$ cat src/int_test_defines.vh
// Purpose: shared constants of the interrupt test and priority promotion registers
// Assumes: APB with 32-bit data, one aligned word per register
// Notes: printed offsets are register indices, byte address is four times the index
//
// Functional notes
// - the override enable bit is written only in a special mode with both interrupt masks set, and read anytime.
// - with override off, test bank writes are blocked and reads show the live request inputs.
// - with override on, the decoder is fed only from the test bank values, never from the live inputs.
// - requests pending when override is switched on stay pending until software overwrites them.
// - the four-bit bank select is read and written anytime and picks the bank of that vector nibble.
// - test bank reads work only in special modes, showing live or written values, and read zero otherwise.
// - test bank writes need a special mode, override on and the standard mask set, otherwise they are ignored.
// - each of the eight test bits forces one vector, bit 7 the nibble's 0xE vector down to bit 0 for 0x0.
// - one test bank exists per eight vectors, all at one address, chosen by the bank select.
// - with bank select 0xF only bits 2:0 are usable and bits 7:3 always read zero.
// - selecting a bank that does not exist makes writes do nothing and reads return zero.
// - the promotion register is readable anytime and written only while the standard mask is set.
// - software promotes an interrupt by writing its vector low byte, and it then outranks other standard ones.
// - an unimplemented vector or a value above 0xF2 promotes the external level interrupt at 0xFFF2.
// - an active promoted interrupt is handed to the decoder ahead of the other standard interrupts.
`ifndef INT_TEST_DEFINES_VH
`define INT_TEST_DEFINES_VH

`define TEST_CTRL_IDX 8'h15
`define TEST_BANK_IDX 8'h16
`define PROM_SEL_IDX 8'h1f
`define TEST_CTRL_ADDR 8'h54
`define TEST_BANK_ADDR 8'h58
`define PROM_SEL_ADDR 8'h7c

`define OVR_BIT 4
`define BANK_MSB 3
`define BANK_LSB 0
`define PROM_MSB 7
`define PROM_LSB 1

`define TEST_CTRL_RESET 8'h00
`define OVR_RESET 1'b0
`define BANK_SEL_RESET 4'h0
`define PROM_SEL_RESET 7'h79
`define TOP_BANK 4'hf
`define TOP_BANK_MASK 8'h07
`define FULL_BANK_MASK 8'hff
`define LEVEL_IRQ_IDX 7'h79
`define XIRQ_IDX 7'h7a

`endif

$ cat src/int_test_bank_mem.v
// Purpose: storage of the banked test bits, eight per bank
// Assumes: one bank written per cycle; snapshot and write never coincide
// Notes: read data comes out of a register, one cycle behind the select
`timescale 1ns/1ns
`default_nettype none
module int_test_bank_mem #(
    parameter NUM_BANKS = 16
) (
    input wire clock,
    input wire rst,
    input wire loadAll,
    input wire [NUM_BANKS*8-1:0] loadData,
    input wire wrEn,
    input wire [3:0] wrBank,
    input wire [7:0] wrData,
    input wire [3:0] rdBank,
    output reg [7:0] rdData_q,
    output wire [NUM_BANKS*8-1:0] bits
);
    reg [7:0] bank_q [0:NUM_BANKS-1];
    genvar g;

    generate
        for (g = 0; g < NUM_BANKS; g = g + 1) begin : banks
            always @(posedge clock) begin
                if (rst) begin
                    bank_q[g] <= 8'h00;
                end else if (loadAll) begin
                    bank_q[g] <= loadData[g*8 +: 8];
                end else if (wrEn && (wrBank == g)) begin
                    bank_q[g] <= wrData;
                end
            end
            assign bits[g*8 +: 8] = bank_q[g];
        end
    endgenerate

    always @(posedge clock) begin
        if (rst) begin
            rdData_q <= 8'h00;
        end else begin
            rdData_q <= bank_q[rdBank];
        end
    end
endmodule // int_test_bank_mem
`default_nettype wire

$ cat src/int_prio_encoder.v
// Purpose: ranks pending requests and names the winning vector
// Assumes: higher vector address means higher priority
// Notes: outputs are registered, one cycle after the request vector
`timescale 1ns/1ns
`default_nettype none
`include "int_test_defines.vh"
module int_prio_encoder #(
    parameter NUM_VEC = 128
) (
    input wire clock,
    input wire rst,
    input wire [NUM_VEC-1:0] req,
    input wire [6:0] promIdx,
    output reg vecValid_q,
    output reg [7:0] vecLow_q,
    output reg promActive_q
);
    reg found;
    reg [6:0] idx;
    integer i;

    always @* begin
        found = 1'b0;
        idx = 7'h00;
        // ascending scan, so the last hit is the highest address
        for (i = 0; i <= `LEVEL_IRQ_IDX; i = i + 1) begin
            if (req[i]) begin
                found = 1'b1;
                idx = i[6:0];
            end
        end
        if (req[promIdx]) begin
            found = 1'b1;
            idx = promIdx;
        end
        if (req[`XIRQ_IDX]) begin
            found = 1'b1;
            idx = `XIRQ_IDX;
        end
    end

    always @(posedge clock) begin
        if (rst) begin
            vecValid_q <= 1'b0;
            vecLow_q <= 8'h00;
            promActive_q <= 1'b0;
        end else begin
            vecValid_q <= found;
            vecLow_q <= {idx, 1'b0};
            promActive_q <= req[promIdx] && !req[`XIRQ_IDX];
        end
    end
endmodule // int_prio_encoder
`default_nettype wire

$ cat src/int_test_prio.v
// Purpose: interrupt test override, banked test registers and priority promotion
// Assumes: core supplies operating mode and both interrupt masks as levels
// Notes: APB slave with one wait state; decoder input is registered
`timescale 1ns/1ns
`default_nettype none
`include "int_test_defines.vh"
module int_test_prio #(
    parameter NUM_BANKS = 16,
    parameter [15:0] IMPL_BANKS = 16'hffff
) (
    input wire clock,
    input wire rst,
    input wire psel,
    input wire penable,
    input wire pwrite,
    input wire [7:0] paddr,
    input wire [31:0] pwdata,
    output reg [31:0] prdata,
    output reg pready,
    output reg pslverr,
    input wire specialMode,
    input wire iMask,
    input wire xMask,
    input wire [NUM_BANKS*8-1:0] intReq,
    output reg testOverrideEnable,
    output reg [NUM_BANKS*8-1:0] decoderReq,
    output wire vecValid,
    output wire [7:0] vecLow,
    output wire promActive
);
    localparam NUM_VEC = NUM_BANKS * 8;

    reg [3:0] bankSel_q;
    reg [6:0] promSel_q;

    wire [NUM_VEC-1:0] testBits;
    wire [7:0] testRd;

    wire hitCtrl;
    wire hitBank;
    wire hitProm;
    wire mapped;
    wire complete;
    wire wrEn;
    wire ctrlWrOk;
    wire bankWrOk;
    wire promWrOk;
    wire bankExists;
    wire [7:0] bankMask;
    wire loadAll;
    wire [7:0] liveSlice;
    wire [7:0] bankView;
    wire [6:0] promIdx;
    wire promTooHigh;
    wire promBankMissing;

    reg [7:0] rdByte;
    reg [NUM_VEC-1:0] decoderReqD;

    // address decode
    assign hitCtrl = (paddr == `TEST_CTRL_ADDR);
    assign hitBank = (paddr == `TEST_BANK_ADDR);
    assign hitProm = (paddr == `PROM_SEL_ADDR);
    assign mapped = hitCtrl || hitBank || hitProm;

    // a transfer completes on the edge where pready is seen high
    assign complete = psel && penable && pready;
    assign wrEn = complete && pwrite;

    // write qualifiers
    assign ctrlWrOk = specialMode && iMask && xMask;
    assign bankExists = IMPL_BANKS[bankSel_q];
    assign bankWrOk = specialMode && testOverrideEnable && iMask && bankExists;
    assign promWrOk = iMask;

    assign bankMask = (bankSel_q == `TOP_BANK) ? `TOP_BANK_MASK : `FULL_BANK_MASK;

    // switching override on freezes the live requests into the banks
    assign loadAll = wrEn && hitCtrl && ctrlWrOk && pwdata[`OVR_BIT] && !testOverrideEnable;

    assign liveSlice = intReq[bankSel_q*8 +: 8];

    // the bank register holds what was written, live view only when override off
    assign bankView = testOverrideEnable ? testRd : liveSlice;

    int_test_bank_mem #(
        .NUM_BANKS(NUM_BANKS)
    ) bankMem (
        .clock(clock),
        .rst(rst),
        .loadAll(loadAll),
        .loadData(intReq & topBankFilter(1'b0)),
        .wrEn(wrEn && hitBank && bankWrOk),
        .wrBank(bankSel_q),
        .wrData(pwdata[7:0] & bankMask),
        .rdBank(bankSel_q),
        .rdData_q(testRd),
        .bits(testBits)
    );

    // clears the top bank bits above the three testable vectors
    function [NUM_VEC-1:0] topBankFilter;
        input dummy;
        integer k;
        begin
            topBankFilter = {NUM_VEC{1'b1}};
            for (k = 3; k < 8; k = k + 1) begin
                topBankFilter[(NUM_BANKS-1)*8 + k] = dummy;
            end
        end
    endfunction

    // promotion target fallback
    assign promTooHigh = (promSel_q > `LEVEL_IRQ_IDX);
    assign promBankMissing = !IMPL_BANKS[promSel_q[6:3]];
    // top bank vectors above 0xf2 are already caught by the range test
    assign promIdx = (promTooHigh || promBankMissing) ? `LEVEL_IRQ_IDX : promSel_q;

    // read mux
    always @* begin
        rdByte = 8'h00;
        if (hitCtrl) begin
            rdByte = {3'b000, testOverrideEnable, bankSel_q};
        end else if (hitBank) begin
            if (specialMode && bankExists) begin
                rdByte = bankView & bankMask;
            end else begin
                rdByte = 8'h00;
            end
        end else if (hitProm) begin
            rdByte = {promSel_q, 1'b0};
        end
    end

    // decoder source selection
    always @* begin
        if (testOverrideEnable) begin
            decoderReqD = testBits;
        end else begin
            decoderReqD = intReq;
        end
    end

    // apb handshake: one wait cycle so the bank read register has settled
    always @(posedge clock) begin
        if (rst) begin
            pready <= 1'b0;
            pslverr <= 1'b0;
            prdata <= 32'h00000000;
        end else begin
            pready <= psel && penable && !pready;
            if (psel && penable && !pready) begin
                pslverr <= !mapped;
                prdata <= {24'h000000, rdByte};
            end else begin
                pslverr <= 1'b0;
            end
        end
    end

    // control register
    always @(posedge clock) begin
        if (rst) begin
            testOverrideEnable <= `OVR_RESET;
            bankSel_q <= `BANK_SEL_RESET;
        end else if (wrEn && hitCtrl) begin
            bankSel_q <= pwdata[`BANK_MSB:`BANK_LSB];
            if (ctrlWrOk) begin
                testOverrideEnable <= pwdata[`OVR_BIT];
            end
        end
    end

    // promotion register
    always @(posedge clock) begin
        if (rst) begin
            promSel_q <= `PROM_SEL_RESET;
        end else if (wrEn && hitProm && promWrOk) begin
            promSel_q <= pwdata[`PROM_MSB:`PROM_LSB];
        end
    end

    // registered request vector to the decoder
    always @(posedge clock) begin
        if (rst) begin
            decoderReq <= {NUM_VEC{1'b0}};
        end else begin
            decoderReq <= decoderReqD;
        end
    end

    int_prio_encoder #(
        .NUM_VEC(NUM_VEC)
    ) prioEnc (
        .clock(clock),
        .rst(rst),
        .req(decoderReq),
        .promIdx(promIdx),
        .vecValid_q(vecValid),
        .vecLow_q(vecLow),
        .promActive_q(promActive)
    );
endmodule // int_test_prio
`default_nettype wire

$ cat config.mk
export PLATFORM = sky130hd
export DESIGN_NAME = int_test_prio
export DESIGN_NICKNAME = d
export VERILOG_FILES = /design/src/int_test_bank_mem.v /design/src/int_prio_encoder.v /design/src/int_test_prio.v
export VERILOG_INCLUDE_DIRS = /design/src
export SDC_FILE = /design/constraint.sdc
export NUM_CORES = 1
export LEC_CHECK = 0
export BUFFER_PORTS_ARGS = -buffer_cell sky130_fd_sc_hd__buf_2
export CORE_UTILIZATION = 50
export DETAILED_ROUTE_END_ITERATION = 8
export GPL_TIMING_DRIVEN = 0
export PLACE_DENSITY = 0.77
export SLEW_MARGIN = 25
export SYNTH_ARGS = -nofsm -noshare
export SYNTH_HDL_FRONTEND = slang
export SYNTH_SLANG_ARGS = --single-unit
$ cat constraint.sdc
create_clock -name clock -period 2.7 [get_ports clock]
set_input_delay 0.27 -clock clock [delete_from_list [all_inputs] [get_ports clock]]
set_output_delay 0.27 -clock clock [all_outputs]
set_load 0.005 [all_outputs]
==> flow_summary.yaml <==
global_route:
  busiest_layer: "met2"
  grt_max_degree: 17
  grt_pass1_vias: 15700
  antenna_found_initial: 2
  grt_use_met1: 0.598
  gr-total-overflow: 0
  grt_pass1_wl_mm: 108
  grt_usage: 0.448
  grt_use_met3: 0.108
  gr-usage-met2: 0.678
floorplanning:
  start_util: 0.512
  core_region_area_mm2: 0.0328
  rows: 66
  die_y_um: 185
  die_x_um: 185
  die_area_mm2: 0.0343
  io_pins: 349
worst_setup_path:
  cp-end-kind: "flop"
  cp.arrival_ns: 3.04
  crit_family: "buffers and inverters"
  cp_cell_sequence: "buf_4 -> buf_4 -> clkbuf_4 -> buf_4 -> nand2_2 -> o21ai_4"
  cp_max_fo: 10
  cp_slowest_cell: "dfxtp_2"
  cp.required_ns: 2.96
  critical_path_buf_inv_count: 4
  slowest_delay_ns: 0.50
  start_kind: "flop"
  crit_type: "flop to flop"
  cpMostUsedCell: "buf_4"
synthesis:
  synthDistinctLibCells: 80
  synth_area_mm2: 0.0168
  ys_seq_elements: 295
  avgSynthCellArea_um2: 10.2
  synthFlopType: "dfxtp_1"
  ys_seq_area_frac: 0.428
  yosys.area.top_type: "edfxtp_1"
  synth.top_cell.area_share: 0.229
  yosysWarnings: 0
  syn_inst: 1653
  ys_async_sr_fraction: 0
  yosys-top-cells-area: "edfxtp_1 23%, dfxtp_1 20%, mux4_2 11%, mux2i_1 9.2%, nor2_1 5.3%"
  synth-edff-count: 128
pwr:
  p_per_area_mw_per_mm2: 499
  p_int_w: 0.00768
  p_seq_frac: 0.480
  vdd_drop_max_mv: 0.520
  sw_frac_of_total: 0.276
  pwr-share-clk: 0.397
  p_leak_nw: 8.17
  pwr-share-comb: 0.123
  p_switching_w: 0.00293
sta:
  fin_skew_ns: 0.0172
  max_freq_mhz: 360
  relSlewSlack: 0.345
  setup_viol: 28
  hold_viol: 0
  slew_violations: 0
  min_period_ns: 2.78
  tightest_slew_ns: 0.974
  finalCritPeriodShare: 1.03
  rsz0062_at_grt: "yes"
  finalWorstSetupSlack_ns: -0.0807
clocking:
  clockRootBuffer: "clkbuf_16"
  cts_buffer_depth: 3
  tritoncts: "yes"
  cts_max_level: 1
  cts_made_buffers: 30
  numClockSinks: 295
  insertion_delay_ns: 0.60
  clkSlewWorstSetupHoldPaths_ns: 0.06
final_layout:
  fin_cells: 2535
  syn2layout_area_growth_pct: 26.6
  final_common_cell: "buf_2"
  fillCellCount: 2702
  final_cell_area_mm2: 0.0212
  final_cell_mix: "312 x buf_2, 233 x nor2_1, 162 x dfxtp_1, 154 x mux2i_1, 128 x edfxtp_1"
  insertedDiodeCount: 0
  layout-drive-gt1-share: 0.321
  fin_nets: 2246
placement:
  dp_hpwl_mm: 61.2
  dp.cells: 2420
  post_dp_cell_area_mm2: 0.0189
  io_buffers: 296
  place_congestion: 1.06
route:
  wl_per_cell_um: 30.7
  vias: 17000
  ant_nets: 0
  via_per_inst: 6.71
  drt-initial-drc-count: 2715
  totalWireLength_mm: 77.9
  firstDrtPassIters: 7
  drc: 0
status:
  outcome: "finished, violations left"
  failed_checks: "setup timing"
min_path:
  worstHoldPathType: "input port to flop"
run:
  maxCapViolations: 0
## flip-flops by register name, summed over array words and instances, names as in the netlist
register and flops:
pready 1, decoderReq 128, promSel_q 7, prioEnc.promActive_q 1, testOverrideEnable 1, pslverr 1
prioEnc.vecLow_q 7, bankMem.rdData_q 8, prioEnc.vecValid_q 1, bankSel_q 4, bankMem.bank_q 128, prdata 8
## Yosys cell counts (all sizes together), types with 8 or more instances
cell type / instances
mux2: 17
a221o: 8
mux2i: 155
nor2b: 28
clkbuf: 52
nand2b: 12
buf: 93
nor3: 34
nand3: 22
o21ai: 129
edfxtp: 128
nor2: 243
nand4: 12
mux4: 84
nand2: 132
a21oi: 34
inv: 32
o31ai: 11
a211oi: 17
dfxtp: 167
a22o: 48
or4: 9
or3: 10
a211o: 12
or2: 13
a221oi: 17
nor4: 36
a31oi: 10
## per-layer routing
| layer | part of all wire | vias up |
|---|---|---|
| met5 | 0.00017 | - |
| met4 | 0.069 | 2 |
| met3 | 0.14 | 326 |
| met2 | 0.43 | 1548 |
| met1 | 0.36 | 8114 |
| li1 | - | 7012 |
## per-stage QoR
step / setup TNS [ns] / power (W) / hold slack [ns] / setup slack, ns / utilization
floorplan: -0.305 / 0.00563 / 0.388 / -0.0127 / -
global placement: -273.99 / 0.00631 / 0.487 / -1.95 / 0.577
detailed placement: -233.47 / 0.00633 / 0.496 / -1.51 / 0.578
global route: -0.173 / 0.0108 / 0.00490 / -0.0790 / 0.648
CTS: 0 / 0.0105 / 0.000455 / 0.000872 / 0.632
finish: -1.23 / 0.0106 / 0.00332 / -0.0807 / 0.648
## worst register-to-register path, cell delays in order, from the launching register on
cell and delay [ns]:
dfxtp_2 0.50, buf_4 0.33, buf_4 0.34, clkbuf_4 0.33, buf_4 0.29, nand2_2 0.25, o21ai_4 0.39
## power groups by stage
stage          clock [W]  combinational, W  sequential [W]
4_1_cts          0.00418           0.00123         0.00507
5_1_grt          0.00435           0.00136         0.00510
3_5_place_dp           0           0.00117         0.00516
2_1_floorplan          0          0.000555         0.00508
3_3_place_gp           0           0.00115         0.00516
6_report         0.00421           0.00130         0.00509
## final timing paths
path / startpoint / endpoint / slack (ns) / cells after the start
min: intReq[110] / bankMem.bank_q[13][6] / 0.003 / 3
max reg2reg: bankSel_q[1] / bankMem.bank_q[3][0] / -0.08 / 6
max: bankSel_q[1] / bankMem.bank_q[3][0] / -0.08 / 6
min reg2reg: prdata[6] / prdata[6] / 0.50 / 2
## area by class of cell
type | instances | area [um^2] | area share
Buffer | 140 | 1020 | 0.0479
Sequential cell | 295 | 7200 | 0.339
Clock buffer | 36 | 805 | 0.0379
Multi-Input combinational cell | 1210 | 9300 | 0.438
Tap cell | 442 | 553 | 0.0260
Timing Repair Buffer | 361 | 2090 | 0.0983
Clock inverter | 19 | 161 | 0.00760
Inverter | 32 | 124 | 0.00583
## cell families after synthesis
kind of cell / share of synthesized area
multiplexers: 0.217
AO/OA/AOI/OAI: 0.143
buffers and inverters: 0.0524
AND/OR/NAND/NOR: 0.159
flip-flops: 0.428
other: 0.000223
## what timing repair did
action                     in CTS  in global routing
resized for setup             122                 93
hold buffers                   25                  0
pin swaps                      11                 33
buffers inserted               16                 24
setup endpoints to repair     352                136
hold endpoints to repair       26                  0
Power figures use the tool's default switching activity.
